==> src/xfer_pkg.sv <==
/*
 * Package for the execution-phase transfer controller: timing counts,
 * status flag positions, reset values and the carrier structs.
 * Assumes a single 250 MHz clock.
 */
// Behaviour
// - Read request when occupancy reaches 16 minus threshold
// - Burst read holds request until FIFO empty
// - Non-burst read drops, re-requests after 350 ns
// - Last byte removed drops request until trigger
// - Sector end forces read request below threshold
// - Write request when occupancy at most threshold
// - Burst write holds request until FIFO full
// - Non-burst write drops, re-requests after 350 ns
// - Sector's last written byte drops request
// - Burst end seen on acknowledge or strobe
// - Request removed within 50 ns of strobe
// - Bare acknowledge pulse counts one byte
// - Missed service ends execution with error
// - Underrun pads sector with last byte, CRC
// - End interrupt until first result byte read
// - FIFO-less interrupt mode: per-byte interrupt, flags
// - Host transfer needs select with read/write
// - Last host byte: interrupt, request and direction
// - FIFO interrupt mode follows request triggers
// - Status shows execution until FIFO drained
// - Request flag mirrors interrupt line
// - DMA cycles ignore select and address
// - Terminal count honoured only with acknowledge
package xfer_pkg;

    // ==========================================================
    // Timing
    // ==========================================================
    localparam int CLK_PERIOD_PS    = 4000;
    localparam int REARM_NS         = 350;
    // Least time, rounded up to whole cycles
    localparam int REARM_CYCLES     = (REARM_NS * 1000 + CLK_PERIOD_PS - 1) / CLK_PERIOD_PS;
    localparam int DROP_LIMIT_NS    = 50;
    // Longest time, rounded down; the design drops in one cycle
    localparam int DROP_LIMIT_CYC   = (DROP_LIMIT_NS * 1000) / CLK_PERIOD_PS;
    localparam int SERVICE_CYCLES   = 4000;

    // ==========================================================
    // FIFO and status layout
    // ==========================================================
    localparam int       FIFO_DEPTH       = 16;
    localparam int       OCC_W            = 5;
    localparam int       STATUS_REQ_BIT   = 7;
    localparam int       STATUS_DIR_BIT   = 6;
    localparam int       STATUS_NDMA_BIT  = 5;
    localparam int       STATUS_BUSY_BIT  = 4;
    localparam logic [7:0] STATUS_RESET   = 8'h00;
    localparam logic [3:0] FIFO_THRESHOLD_RESET   = 4'h0;

    // Configuration set by software before a command
    typedef struct packed {
        logic       fifo_enable;
        logic       burst;
        logic       dma_mode;
        logic [3:0] fifo_threshold;
    } xfer_cfg_type;

    // Host and DMA strobes, already decoded to active high
    typedef struct packed {
        logic dack;
        logic rd;
        logic wr;
        logic cs;
        logic addr_ok;
        logic tc;
    } host_bus_type;

endpackage

==> src/rearm_timer.sv <==
/*
 * Re-arm timer: after a start pulse it counts a fixed number of cycles
 * and then raises done for one cycle. Assumes one clock.
 */
`timescale 1ns/10ps
module rearm_timer #(
    parameter int CYCLES = 88
) (
    // Clock and reset
    input  wire logic clk,
    input  wire logic rstn,
    // Control
    input  wire logic start,
    input  wire logic cancel,
    output logic      busy,
    output logic      done
);
    localparam int CW = $clog2(CYCLES + 1);

    logic [CW-1:0] count;   // Cycles remaining

    // ==========================================================
    // Down counter
    // ==========================================================
    // Start restarts the count; cancel abandons it
    always_ff @(posedge clk or negedge rstn) begin
        if (!rstn) begin
            count <= '0;
            done  <= 1'b0;
        end else begin
            done <= 1'b0;
            if (cancel) begin
                count <= '0;
            end else if (start) begin
                count <= CW'(CYCLES);
            end else if (count != '0) begin
                count <= count - 1'b1;
                done  <= (count == CW'(1));
            end
        end
    end

    assign busy = (count != '0);

endmodule

==> src/sector_counter.sv <==
/*
 * Sector byte counter: counts bytes against a sector length and flags
 * the last one. Assumes the length is stable during a sector.
 */
`timescale 1ns/10ps
module sector_counter #(
    parameter int LEN_W = 11
) (
    // Clock and reset
    input  wire logic             clk,
    input  wire logic             rstn,
    // Control
    input  wire logic             clear,
    input  wire logic             step,
    input  wire logic [LEN_W-1:0] sector_len,
    output logic [LEN_W-1:0]      count,
    output logic                  last
);
    // ==========================================================
    // Counter
    // ==========================================================
    // Last is high while the next step takes the final byte
    always_ff @(posedge clk or negedge rstn) begin
        if (!rstn) begin
            count <= '0;
        end else if (clear) begin
            count <= '0;
        end else if (step) begin
            count <= count + 1'b1;
        end
    end

    assign last = (count + 1'b1 == sector_len);

endmodule

==> src/xfer_ctrl.sv <==
/*
 * Execution-phase transfer control: DMA request or host interrupt from
 * FIFO occupancy, sector counting, overrun/underrun sequencing and the
 * main status flags. The FIFO storage itself lies outside; this block
 * sees its occupancy and the disk side's byte events. Host strobes are
 * active high, decoded and synchronous to clk.
 */
`timescale 1ns/10ps
module xfer_ctrl #(
    parameter int LEN_W   = 11,
    parameter int SERVICE = xfer_pkg::SERVICE_CYCLES
) (
    // Clock and reset
    input  wire logic                  clk,
    input  wire logic                  rstn,
    // Configuration
    input  wire xfer_pkg::xfer_cfg_type cfg,
    input  wire logic [LEN_W-1:0]      sector_len,
    input  wire logic                  write_dir,
    // Command sequencing
    input  wire logic                  exec_start,
    input  wire logic                  more_sectors,
    input  wire logic                  result_read,
    // Host and DMA bus
    input  wire xfer_pkg::host_bus_type bus,
    // FIFO and disk side
    input  wire logic [4:0]            fifo_count,
    input  wire logic                  disk_byte,
    input  wire logic [7:0]            host_wdata,
    // Outputs
    output logic                       drq,
    output logic                       fdc_interrupt,
    output logic [7:0]                 main_status_reg,
    output logic                       error_flag,
    output logic                       pad_write,
    output logic [7:0]                 pad_data,
    output logic                       crc_append
);
    // States of execution
    typedef enum logic [2:0] {
        IDLE_S, EXEC_S, DRAIN_S, PAD_S, RESULT_S
    } phase_type;

    phase_type phase;
    phase_type next_phase;

    logic [7:0] last_byte;       // Last good written byte
    logic       req;             // Request level before mode steering
    logic       next_req;
    logic       run;             // A request series is under way
    logic       strobe_d;        // Previous strobe level
    logic       dack_d;          // Previous acknowledge level
    logic       sector_done;     // Sector boundary reached
    logic [$clog2(SERVICE+1)-1:0] wait_cnt; // Service timer

    // ==========================================================
    // Transfer recognition
    // ==========================================================
    wire dma_sel    = cfg.dma_mode & bus.dack;
    wire dma_xfer   = dma_sel;
    wire host_xfer  = !cfg.dma_mode & bus.cs & bus.addr_ok & (bus.rd | bus.wr);
    wire strobe     = bus.rd | bus.wr;
    wire any_xfer   = dma_xfer | host_xfer;
    // bare acknowledge pulse is one byte
    wire dack_lead  = bus.dack & !dack_d;
    wire trail      = strobe_d & !strobe;
    wire byte_done  = cfg.dma_mode ? (dack_lead | (bus.dack & trail)) : (host_xfer & !strobe_d);
    wire lead_edge  = (bus.dack & !dack_d) | (strobe & !strobe_d);
    wire tc_hit     = bus.tc & bus.dack;

    wire [4:0] thr5  = {1'b0, (cfg.fifo_enable ? cfg.fifo_threshold : 4'hf)};
    wire rd_trig    = fifo_count >= 5'(xfer_pkg::FIFO_DEPTH) - thr5;
    wire wr_trig    = fifo_count <= thr5;
    wire fifo_empty = fifo_count == 5'h0_0;
    wire fifo_full  = fifo_count == 5'(xfer_pkg::FIFO_DEPTH);

    // Sector counting of host-side bytes, pad bytes included, and of disk-side bytes
    logic [LEN_W-1:0] sec_cnt;
    logic             sec_last;
    logic             disk_last;
    logic [LEN_W-1:0] disk_cnt;
    sector_counter #(.LEN_W(LEN_W)) host_sector (
        .clk        (clk),
        .rstn       (rstn),
        .clear      (exec_start | (sector_done & more_sectors)),
        .step       ((byte_done & (phase == EXEC_S | phase == DRAIN_S)) | pad_write),
        .sector_len (sector_len),
        .count      (sec_cnt),
        .last       (sec_last)
    );
    sector_counter #(.LEN_W(LEN_W)) disk_sector (
        .clk        (clk),
        .rstn       (rstn),
        .clear      (exec_start | (sector_done & more_sectors)),
        .step       (disk_byte),
        .sector_len (sector_len),
        .count      (disk_cnt),
        .last       (disk_last)
    );

    // Non-burst re-arm delay
    logic rearm_busy;
    wire  nb_start = !cfg.burst & byte_done & (phase == EXEC_S);
    rearm_timer #(.CYCLES(xfer_pkg::REARM_CYCLES)) rearm (
        .clk    (clk),
        .rstn   (rstn),
        .start  (nb_start),
        .cancel (exec_start),
        .busy   (rearm_busy),
        .done   ()
    );

    // all disk bytes in, force request
    wire sector_in  = (disk_cnt == sector_len) & (sector_len != '0);
    wire wr_sec_end = write_dir & byte_done & sec_last;
    wire rd_sec_end = !write_dir & byte_done & sec_last;
    wire timeout    = wait_cnt == '0;
    // A series lasts until drained (read), or filled or sector done (write)
    wire wr_end     = fifo_full | sector_done
                    | (byte_done & fifo_count == 5'(xfer_pkg::FIFO_DEPTH - 1));
    wire rd_end     = fifo_empty | (byte_done & fifo_count == 5'h01);
    wire run_end    = write_dir ? wr_end : rd_end;

    // ==========================================================
    // Request level
    // ==========================================================
    always_comb begin
        next_req = req;
        if (phase != EXEC_S) begin
            next_req = 1'b0;
        end else if (!write_dir) begin
            if (fifo_empty | (byte_done & fifo_count == 5'h0_1)) begin
                next_req = 1'b0;
            end else if (!cfg.burst & (lead_edge | rearm_busy)) begin
                next_req = 1'b0;
            end else if (rd_trig | sector_in | run) begin
                // A started series re-arms while data remains
                next_req = 1'b1;
            end
        end else begin
            if (wr_sec_end | sector_done) begin
                next_req = 1'b0;
            end else if (fifo_full | (byte_done & fifo_count == 5'(xfer_pkg::FIFO_DEPTH - 1))) begin
                next_req = 1'b0;
            end else if (!cfg.burst & (lead_edge | rearm_busy)) begin
                next_req = 1'b0;
            end else if (wr_trig | (req & cfg.burst) | run) begin
                // A started series re-arms until the FIFO is full
                next_req = 1'b1;
            end
        end
        // burst read keeps request while data
        if (phase == EXEC_S & !write_dir & cfg.burst & req & !fifo_empty
            & !(byte_done & fifo_count == 5'h0_1)) begin
            next_req = 1'b1;
        end
        if (cfg.burst & lead_edge & (tc_hit | (write_dir & sec_last))) begin
            next_req = 1'b0;
        end
    end

    // ==========================================================
    // Phase sequencing
    // ==========================================================
    always_comb begin
        next_phase  = phase;
        sector_done = 1'b0;
        unique case (phase)
            IDLE_S: begin
                if (exec_start) begin
                    next_phase = EXEC_S;
                end
            end
            EXEC_S: begin
                if (write_dir & timeout) begin
                    next_phase = PAD_S;
                end else if (!write_dir & timeout) begin
                    next_phase = DRAIN_S;
                end else if (wr_sec_end | rd_sec_end | tc_hit) begin
                    sector_done = 1'b1;
                    if (!more_sectors | tc_hit) begin
                        next_phase = RESULT_S;
                    end
                end
            end
            DRAIN_S: begin
                if (rd_sec_end | (sector_in & fifo_empty)) begin
                    next_phase = RESULT_S;
                end
            end
            PAD_S: begin
                if (sec_last & pad_write) begin
                    next_phase = RESULT_S;
                end
            end
            RESULT_S: begin
                if (result_read) begin
                    next_phase = IDLE_S;
                end
            end
            default: next_phase = IDLE_S;
        endcase
    end

    // ==========================================================
    // State registers
    // ==========================================================
    always_ff @(posedge clk or negedge rstn) begin
        if (!rstn) begin
            phase    <= IDLE_S;
            req      <= 1'b0;
            run      <= 1'b0;
            strobe_d <= 1'b0;
            dack_d   <= 1'b0;
        end else begin
            phase    <= next_phase;
            req      <= next_req;
            run      <= (next_phase == EXEC_S) & (next_req | run) & !run_end;
            strobe_d <= strobe;
            dack_d   <= bus.dack;
        end
    end

    // Service timer restarts on each transfer; it waits while idle
    always_ff @(posedge clk or negedge rstn) begin
        if (!rstn) begin
            wait_cnt <= '1;
        end else if (phase != EXEC_S | any_xfer | !req) begin
            wait_cnt <= ($clog2(SERVICE+1))'(SERVICE);
        end else if (wait_cnt != '0) begin
            wait_cnt <= wait_cnt - 1'b1;
        end
    end

    // ==========================================================
    // Underrun padding and error
    // ==========================================================
    always_ff @(posedge clk or negedge rstn) begin
        if (!rstn) begin
            last_byte  <= 8'h00;
            pad_write  <= 1'b0;
            crc_append <= 1'b0;
            error_flag <= 1'b0;
        end else begin
            if (write_dir & byte_done & phase == EXEC_S) begin
                last_byte <= host_wdata;
            end
            pad_write  <= (next_phase == PAD_S) & !(pad_write & sec_last);
            crc_append <= (phase == PAD_S) & (next_phase == RESULT_S);
            // error flagged into result
            // A timeout wins over a clear in the same cycle
            if (phase == EXEC_S & timeout) begin
                error_flag <= 1'b1;
            end else if (exec_start) begin
                error_flag <= 1'b0;
            end
        end
    end
    assign pad_data = last_byte;

    // ==========================================================
    // Outputs: request, interrupt, status
    // ==========================================================
    wire host_mode = !cfg.dma_mode;
    wire data_irq  = host_mode & next_req;
    wire end_irq   = next_phase == RESULT_S;
    wire in_exec   = next_phase == EXEC_S | next_phase == DRAIN_S | next_phase == PAD_S;

    always_ff @(posedge clk or negedge rstn) begin
        if (!rstn) begin
            drq             <= 1'b0;
            fdc_interrupt   <= 1'b0;
            main_status_reg <= xfer_pkg::STATUS_RESET;
        end else begin
            // dropped one cycle after the edge
            drq           <= cfg.dma_mode & next_req;
            fdc_interrupt <= data_irq | end_irq;
            main_status_reg[xfer_pkg::STATUS_REQ_BIT]  <= host_mode ? (data_irq | end_irq) : end_irq;
            main_status_reg[xfer_pkg::STATUS_DIR_BIT]  <= end_irq | (in_exec & !write_dir);
            main_status_reg[xfer_pkg::STATUS_NDMA_BIT] <= host_mode & in_exec;
            main_status_reg[xfer_pkg::STATUS_BUSY_BIT] <= next_phase != IDLE_S;
            main_status_reg[3:0]                        <= 4'h0;
        end
    end

    // ==========================================================
    // Checks
    // ==========================================================
    drq_drop_a: assert property (@(posedge clk) disable iff (!rstn)
        (drq & !cfg.burst & lead_edge & phase == EXEC_S) |=> !drq)
        else $error("request not dropped after strobe");
    end_irq_a: assert property (@(posedge clk) disable iff (!rstn)
        (phase == RESULT_S & !result_read) |=> fdc_interrupt)
        else $error("end interrupt missing in result phase");
    rd_empty_a: assert property (@(posedge clk) disable iff (!rstn)
        (!write_dir & fifo_empty & phase == EXEC_S) |=> !drq)
        else $error("read request while FIFO empty");
    mirror_flag_a: assert property (@(posedge clk) disable iff (!rstn)
        !cfg.dma_mode |-> main_status_reg[7] == fdc_interrupt)
        else $error("request flag not mirroring interrupt");
    tc_gate_a: assert property (@(posedge clk) disable iff (!rstn)
        (phase == EXEC_S & bus.tc & !bus.dack & !timeout & !wr_sec_end & !rd_sec_end)
        |=> phase == EXEC_S)
        else $error("terminal count taken without acknowledge");
    nb_gap_a: assert property (@(posedge clk) disable iff (!rstn)
        (nb_start & !write_dir) |=> !drq [*2])
        else $error("non-burst request reasserted too soon");
    wr_sec_a: assert property (@(posedge clk) disable iff (!rstn)
        wr_sec_end |=> !drq)
        else $error("write request held after sector end");
    pad_end_a: assert property (@(posedge clk) disable iff (!rstn)
        $rose(crc_append) |-> phase == RESULT_S)
        else $error("CRC append outside pad completion");

endmodule

==> config.mk <==
export PLATFORM = sky130hd
export DESIGN_NAME = xfer_ctrl
export DESIGN_NICKNAME = d
export VERILOG_FILES = /design/src/xfer_pkg.sv /design/src/rearm_timer.sv /design/src/sector_counter.sv /design/src/xfer_ctrl.sv
export SDC_FILE = /design/constraint.sdc
export NUM_CORES = 1
export LEC_CHECK = 0
export BUFFER_PORTS_ARGS = -buffer_cell sky130_fd_sc_hd__buf_4
export CORE_MARGIN = 10
export CORE_UTILIZATION = 55
export CTS_CLUSTER_SIZE = 12
export DETAILED_ROUTE_END_ITERATION = 8
export GPL_TIMING_DRIVEN = 0
export PLACE_DENSITY = 0.77
export SYNTH_ARGS = -nofsm -noshare
export SYNTH_HDL_FRONTEND = slang
export SYNTH_HIERARCHICAL = 1
export SYNTH_SLANG_ARGS = --single-unit
==> constraint.sdc <==
create_clock -name clk -period 9.4 [get_ports clk]
set_input_delay 1.88 -clock clk [delete_from_list [all_inputs] [get_ports clk]]
set_output_delay 1.88 -clock clk [all_outputs]
set_load 0.005 [all_outputs]
# After elaboration in Yosys (flattened, before gate mapping)
# Cells that the tools add are included.
[totals]
reg_bits = 65
output_inout_bits = 21
[op_classes]
add_sub_neg = 5
n_lt_le_gt_ge = 2
eq_ne = 14
n_mux = 39
n_bitwise = 74
reduce_logical = 24
[ops]
columns = ["op", "n"]
rows = [
  ["$and A1 B1 Y1", 45],
  ["$mux W11", 4],
  ["$or A1 B1 Y1", 29],
  ["$mux W12", 2],
  ["$mux W3", 8],
  ["$add A11 B1 Y11 const B", 2],
  ["$eq A11 B11 Y1", 2],
  ["$mux W7", 3],
  ["$mux W1", 20],
  ["$pmux W3 S5", 1],
  ["$eq A3 B2 Y1 const B", 4],
  ["$logic_not A1 Y1", 12],
  ["$logic_not A12 Y1", 1],
  ["$reduce_bool A12 Y1", 1],
  ["$sub A12 B1 Y12 const B", 1],
  ["$reduce_bool A11 Y1", 1],
  ["$reduce_bool A2 Y1", 4],
  ["$reduce_bool A7 Y1", 1],
  ["$sub A7 B1 Y7 const B", 1],
  ["$eq A3 B1 Y1 const B", 2],
  ["$eq A3 B3 Y1 const B", 2],
  ["$reduce_bool A3 Y1", 2],
  ["$eq A5 B1 Y1 const B", 1],
  ["$eq A5 B4 Y1 const B", 1],
  ["other kinds (8)", 8],
]

# Logic depth before layout (Yosys ltp)
# Gate-level depths: netlist of run 1.
[logic_depth]
depth_word = 23
ltp_mapped = 12

# By module
# Netlist of run 1, hierarchy kept.
[modules_own_cells]
columns = ["module", "n_inst", "cells_per_inst", "area_per_inst_um2"]
rows = [
  ["xfer_ctrl", 1, 228, 2240.9],
  ["sector_counter", 2, 95, 833.3],
  ["rearm_timer", 1, 45, 459.2],
]

# Least setup slack after synthesis of run 1
# No wires, ideal clock.
[synth_timing]
kind = "input port to flip-flop"
startpoint = "in sector_len[4]"
endpoint = "reg main_status_reg[6]"
setup_ns = 0.136
arrival_ns = 4.100
required_time_ns = 9.264
setup_slack_ns = 5.165
stages = 11
path_buffers = 0
cell_sequence = "xnor2_1 -> xnor2_1 -> nand3_1 -> or4_1 -> a211oi_2 -> a21oi_1 -> a311oi_1 -> o31a_1 -> inv_1 -> a211oi_1 -> o21ai_0"
[synth_between]
elab_chain_len = 13
elab_cells_between_ends = 25
[synth_lines]
columns = ["element", "line_no", "text"]
rows = [
  ["from (decl)", "xfer_ctrl.sv:18", "input wire logic [LEN_W-1:0] sector_len,"],
  ["$eq A11 B11 Y1 (*)", "sector_counter.sv:33", "assign last = (count + 1'b1 == sector_len);"],
  ["via sec_last", "xfer_ctrl.sv:79", "logic sec_last;"],
  ["$and A1 B1 Y1 (on tied branches)", "xfer_ctrl.sv:115, xfer_ctrl.sv:116", ""],
  ["$or A1 B1 Y1 (2 in a row)", "xfer_ctrl.sv:179", "end else if (wr_sec_end | rd_sec_end | tc_hit) begin"],
  ["$mux W3", "xfer_ctrl.sv:179", ""],
  ["$mux W3", "xfer_ctrl.sv:177", "end else if (!write_dir & timeout) begin"],
  ["$mux W3", "xfer_ctrl.sv:175", "if (write_dir & timeout) begin"],
  ["$pmux W3 S5 (*)", "xfer_ctrl.sv:168", "unique case (phase)"],
  ["via next_phase[0]", "xfer_ctrl.sv:45", "phase_type next_phase;"],
  ["$eq A3 B1 Y1 or $eq A3 B2 Y1 (tied branches)", "xfer_ctrl.sv:267", "wire in_exec = next_phase == EXEC_S | next_phase == DRAIN_S | next_phase == PAD_S;"],
  ["$or A1 B1 Y1 (2 in a row)", "xfer_ctrl.sv:267", ""],
  ["$and A1 B1 Y1", "xfer_ctrl.sv:279", "main_status_reg[xfer_pkg::STATUS_DIR_BIT] <= end_irq | (in_exec & !write_dir);"],
  ["$or A1 B1 Y1 (*)", "xfer_ctrl.sv:279", ""],
  ["to (signal, indexed assignment)", "xfer_ctrl.sv:278", "main_status_reg[xfer_pkg::STATUS_REQ_BIT] <= host_mode ? (data_irq | end_irq) : end_irq;"],
  ["to (signal, indexed assignment)", "xfer_ctrl.sv:279", ""],
  ["to (signal, indexed assignment)", "xfer_ctrl.sv:280", "main_status_reg[xfer_pkg::STATUS_NDMA_BIT] <= host_mode & in_exec;"],
  ["to (decl)", "xfer_ctrl.sv:33", "output logic [7:0] main_status_reg,"],
]
# Mark *: on every way through the listed nets, which the timed path passes. The rest lies on a longest branch.
# A chain may end at the register's enable or synchronous reset.

# Worst setup path after layout of run 1
# Ends and elaborated chain as after synthesis.

==> run_results.csv, run 1 <==
group,metric,value,unit
final_layout,area_growth,18.5,%
timing,slew_viol_final,0,
routing,post_drt_wl_per_cell,15.3,µm
final_layout,drive_above_1_share,23.9,%
critical_path,critPathSlowestCell,"or4_1",
clock_tree,cts_max_level,3,
critical_path,cp_max_fo,5,
final_layout,fin_cells,597,
timing,finalClockSkew,9.26,ps
global_routing,grt_pass1_vias,3441,
critical_path,crit_path_max_incr_delay,540,ps
hold_path,hold_path.class,"reg -> reg",
timing,period_share,47.3,%
die,die_area,0.0111,mm²
critical_path,worst_path_most_repeated_cell,"xnor2_1",
final_layout,fin_area,0.00477,mm²
timing,rsz0062_at_grt,"no",
routing,viasPerCell,5.60,
die,initial_utilization,56.1,%
timing,worst_pin_slew,1120,ps
global_routing,grt_max_degree,66,
power,powerDensity,192,mW/mm²
clock_tree,cts_tree,"yes",
die,die_h,106,µm
routing,vias,3343,
critical_path,crit_type,"in -> reg",
outcome,status,"finished clean",
clock_tree,holdBufCountCts,0,
die,die_w,106,µm
placement,placed_area,0.00460,mm²
clock_tree,clock_path_buffers,2,
final_layout,n_fill_cell,588,
routing,drt_iter0_drc,248,
timing,final.setup.tns,0,ps
clock_tree,cts_resized,0,
timing,timing.final.hold_violations,0,
die,rows,31,
final_layout,final_nets,549,
die,core,0.00718,mm²
placement,hpwl,7040,µm
clock_tree,numClockSinks,65,
routing,drt-total-wl,9150,µm
final_layout,top_regs,"wait_cnt x12, disk_sector/count x11, host_sector/count x11",
critical_path,crit_arrival,4660,ps
routing,drc,0,
final_layout,largest_reg_flops,12,
critical_path,startpoint_type,"input port",
clock_tree,post-cts-setup-buffers,0,
timing,slew_headroom,25.0,%
critical_path,cp_cell_sequence,"buf_4, xnor2_1, xnor2_1, nand3_1, or4_1, a211oi_2, a21oi_1, a311oi_1, o31a_1, inv_1, a211oi_1, o21ai_0",
global_routing,track_usage,16.9,%
timing,setup_viol,0,
timing,fmaxAchievable,225,MHz
clock_tree,clk_pin_slew,70,ps
timing,fin_crit,4450,ps
placement,io_buffers,58,
critical_path,crit_path_end_kind,"flip-flop",
routing,ant_nets,0,
clock_tree,cts_root_buf,"clkbuf_8",
job,maxCapViolCount,0,
power,p_leak,2.10,nW
final_layout,regMostFlops,"wait_cnt",
logic_synthesis,syn_avg_cell_area,9.56,µm²
clock_tree,cts_buffers,9,
die,pin_count,65,
logic_synthesis,synth_warnings,6,
logic_synthesis,synth.cell_area,0.00403,mm²
final_layout,post-route-util,66.5,%
global_routing,antenna_found_initial,0,
power,peakVddDrop,0.0975,mV
placement,dp_cells,581,
global_routing,grt_pass1_wl,15900,µm
clock_tree,clk_latency,340,ps
placement,place_congestion,0.831,
critical_path,crit_required,9610,ps
power,finalPower,916,µW
logic_synthesis,synth_cells,421,
final_layout,diodes,0,
global_routing,grt.overflow.total,0,
routing,drt_first_pass_iters,5,
## metrics by stage
stage               hold WS, ps  setup slack, ps
floorplan                   483             5160
global placement            487             4680
detailed placement          495             4600
CTS                         510             4950
global route                533             4700
finish                      507             4950
## layer usage
metal  vias up  wire length, µm  global-route usage, %
met3        12              588                   4.45
met2       107             4570                   28.8
met4         0              119                   5.51
li1       1640                -                      -
met1      1584             3880                   20.4
met5         -                0                      0
## report_power, final
group / switching (mW) / internal, mW
clock: 0.104 / 0.110
combinational: 0.164 / 0.163
sequential: 0.0405 / 0.334
## layout by cell type (no fill, tap or decap), types with 13 or more instances in the layout
| master | instances |
|---|---|
| a21oi_1 | 13 |
| buf_4 | 62 |
| dfrtp_1 | 53 |
| inv_1 | 17 |
| nand2_1 | 32 |
| nand3_1 | 13 |
| nand4_1 | 13 |
| nor2_1 | 50 |
| xnor2_1 | 18 |
| xor2_1 | 35 |
## final timing paths
path / startpoint / endpoint / slack (ps) / cells after the start
worst max register to register: host_sector/count[1] / main_status_reg[6] / 5900 / 12
min in group asynchronous: rstn / pad_data[4] / 1620 / 1
worst min-delay path: pad_data[0] / pad_data[0] / 510 / 1
worst min register to register: pad_data[0] / pad_data[0] / 510 / 1
max in group asynchronous: rstn / disk_sector/count[10] / 7240 / 1
worst max-delay path: sector_len[4] / main_status_reg[6] / 4950 / 12
## layout make-up
cell class | count | area, µm² | area share, %
multi-input combinational | 325 | 2220 | 46.5
sequential | 65 | 1640 | 34.4
timing repair buffer | 58 | 435 | 9.13
clock buffer | 14 | 163 | 3.41
tap | 99 | 124 | 2.60
buffer | 17 | 114 | 2.39
inverter | 17 | 63.8 | 1.34
clock inverter | 2 | 12.5 | 0.262
## critical path, delay by kind of cell
kind / cells / cell delay, ps
xor+xnor: 2 / 290
buf+inv: 2 / 230
compound gates: 6 / 1610
simple gates: 2 / 640
(Power assumes the default switching activity.)
==> inputs of run 2 (changes only) <==
--- a/config.mk
+++ b/config.mk
@@ -5,9 +5,10 @@
 export SDC_FILE = /design/constraint.sdc
 export NUM_CORES = 1
 export LEC_CHECK = 0
+export ABC_AREA = 1
 export BUFFER_PORTS_ARGS = -buffer_cell sky130_fd_sc_hd__buf_4
 export CORE_MARGIN = 10
-export CORE_UTILIZATION = 55
+export CORE_UTILIZATION = 53
 export CTS_CLUSTER_SIZE = 12
 export DETAILED_ROUTE_END_ITERATION = 8
 export GPL_TIMING_DRIVEN = 0
==> constraint.sdc (replaced) <==
create_clock -name clk -period 3.7 [get_ports clk]
set_input_delay 0.74 -clock clk [delete_from_list [all_inputs] [get_ports clk]]
set_output_delay 0.74 -clock clk [all_outputs]
set_load 0.005 [all_outputs]
==> run 2 against run 1 <==
Effect of this change:
- total power increased to 2.7 times the previous value
- worst hold slack lost 14 ps
- final area rose by 10%
- via count is 24% higher
- sequential share of layout area is 3.2 points lower
- flip-flop and latch count unchanged
- die area is 12% higher
- combinational power grew to 2.8 times the previous value
==> run_results.csv, run 2 <==
group,metric,value,unit
timing,slew_headroom,46.1,%
power,netSwitchingPower,901,µW
logic_synthesis,synth_cells,628,
final_layout,fin_area,0.00526,mm²
timing,finalClockSkew,11.1,ps
global_routing,grt_max_degree,66,
power,power.share.clock,26.9,%
power,internal-power,1.62,mW
final_layout,largest_reg_flops,12,
power,combPwrFrac,35.8,%
placement,place_congestion,0.861,
timing,final.setup.tns,0,ps
die,core,0.00818,mm²
clock_tree,cts_max_level,3,
timing,worst_pin_slew,809,ps
hold_path,min_path_cells,2,
power,p_leak,2.71,nW
timing,rsz0062_at_grt,"no",
logic_synthesis,synth.cell_area,0.00444,mm²
final_layout,fin_cells,812,
critical_path,cp_max_fo,7,
routing,viasPerCell,5.12,
routing,ant_nets,0,
power,peakVddDrop,0.275,mV
global_routing,grt_pass1_vias,4137,
logic_synthesis,synth_warnings,6,
die,die_area,0.0124,mm²
power,powerDensity,479,mW/mm²
routing,vias,4156,
final_layout,final_nets,758,
power,p_sw_share,35.8,%
timing,fmaxAchievable,302,MHz
timing,whs,494,ps
final_layout,regMostFlops,"wait_cnt",
global_routing,antenna_found_initial,0,
clock_tree,cts_buffers,9,
routing,drt_iter0_drc,175,
timing,timing.final.hold_violations,0,
global_routing,track_usage,16.9,%
routing,post_drt_wl_per_cell,12.9,µm
timing,period_share,89.4,%
routing,drt_first_pass_iters,5,
die,die_h,112,µm
final_layout,post-route-util,64.3,%
die,rows,33,
critical_path,startpoint_type,"flip-flop",
timing,setup_viol,0,
final_layout,diodes,0,
power,p_seq_share,37.3,%
routing,drc,0,
clock_tree,clk_latency,340,ps
clock_tree,cts_resized,0,
placement,hpwl,8100,µm
critical_path,crit_type,"reg -> reg",
clock_tree,holdBufCountCts,0,
timing,slew_viol_final,0,
placement,io_buffers,60,
clock_tree,cts_root_buf,"clkbuf_8",
placement,placed_area,0.00503,mm²
final_layout,final_common_cell,"nand2_1",
clock_tree,numClockSinks,65,
job,maxCapViolCount,0,
critical_path,crit_required,3910,ps
clock_tree,post-cts-setup-buffers,0,
global_routing,grt.overflow.total,0,
final_layout,final_cell_mix,"nand2_1 (165), inv_1 (105), nor2_1 (69)",
routing,drt-total-wl,10500,µm
die,pin_count,65,
global_routing,grt_pass1_wl,18200,µm
final_layout,drive_above_1_share,21.6,%
outcome,status,"finished clean",
clock_tree,clk_pin_slew,70,ps
final_layout,top_regs,"wait_cnt x12, disk_sector/count x11, host_sector/count x11",
critical_path,reg2regPathDepth,15,
clock_tree,clock_path_buffers,2,
die,die_w,112,µm
timing,fin_crit,3310,ps
placement,dp_cells,796,
final_layout,area_growth,18.3,%
hold_path,hold_path.class,"reg -> reg",
die,initial_utilization,54.3,%
critical_path,crit_path_end_kind,"flip-flop",
critical_path,crit_arrival,3520,ps
clock_tree,cts_tree,"yes",
logic_synthesis,syn_avg_cell_area,7.07,µm²
-- run 2: per-layer routing --
metal / share of wire [%] / up-vias / global-route usage (%) / wire, µm
li1: - / 2120 / - / -
met1: 44 / 1925 / 19.6 / 4570
met2: 51 / 96 / 30.4 / 5340
met3: 3.4 / 15 / 3.22 / 361
met4: 1.8 / 0 / 5.74 / 193
met5: 0 / - / 0 / 0
-- run 2: layout make-up --
class / instances / area (µm²)
fill: 740 / 2920
multi-input combinational: 445 / 2340
sequential: 65 / 1640
timing repair buffer: 60 / 450
inverter: 117 / 439
tap: 105 / 131
clock buffer: 10 / 128
clock inverter: 6 / 92.6
buffer: 4 / 30.0
-- run 2: per-stage QoR --
stage	power (mW)	setup WS [ps]
2_1_floorplan	1.52	1200
6_report	2.52	393
5_1_grt	2.69	2.02
3_5_place_dp	1.84	354
3_3_place_gp	1.81	389
4_1_cts	2.53	414
-- run 2: power by group through the flow --
stage	Sequential [mW]	Combinational (mW)	Clock (mW)
after CTS	0.937	0.901	0.693
final	0.939	0.900	0.678
after global routing	0.957	1.00	0.732
after global placement	0.944	0.866	0
after detailed placement	0.949	0.894	0
after floorplan	0.945	0.580	0
-- run 2: worst paths after layout --
kind	start	end	slack [ps]
worst max register to register	host_sector/count[0]	host_sector/count[2]	390
worst max-delay path	host_sector/count[0]	host_sector/count[2]	390
worst min-delay path	wait_cnt[6]	wait_cnt[6]	490
min in group asynchronous	rstn	host_sector/count[8]	500
max in group asynchronous	rstn	pad_data[4]	2680
worst min register to register	wait_cnt[6]	wait_cnt[6]	490
-- run 2: worst max-delay path: stages (launching register included) --
cell and delay [ps]:
dfrtp_1 410, ha_1 340, xnor2_1 160, nand2_1 70, nor2_1 120, nand3_1 80, nor2_1 100, nand3_1 90
nor2_1 360, nand3_1 160, nand2_1 100, nand2_2 50, o21ai_0 460, nor2_1 300, inv_1 240, o22ai_1 120
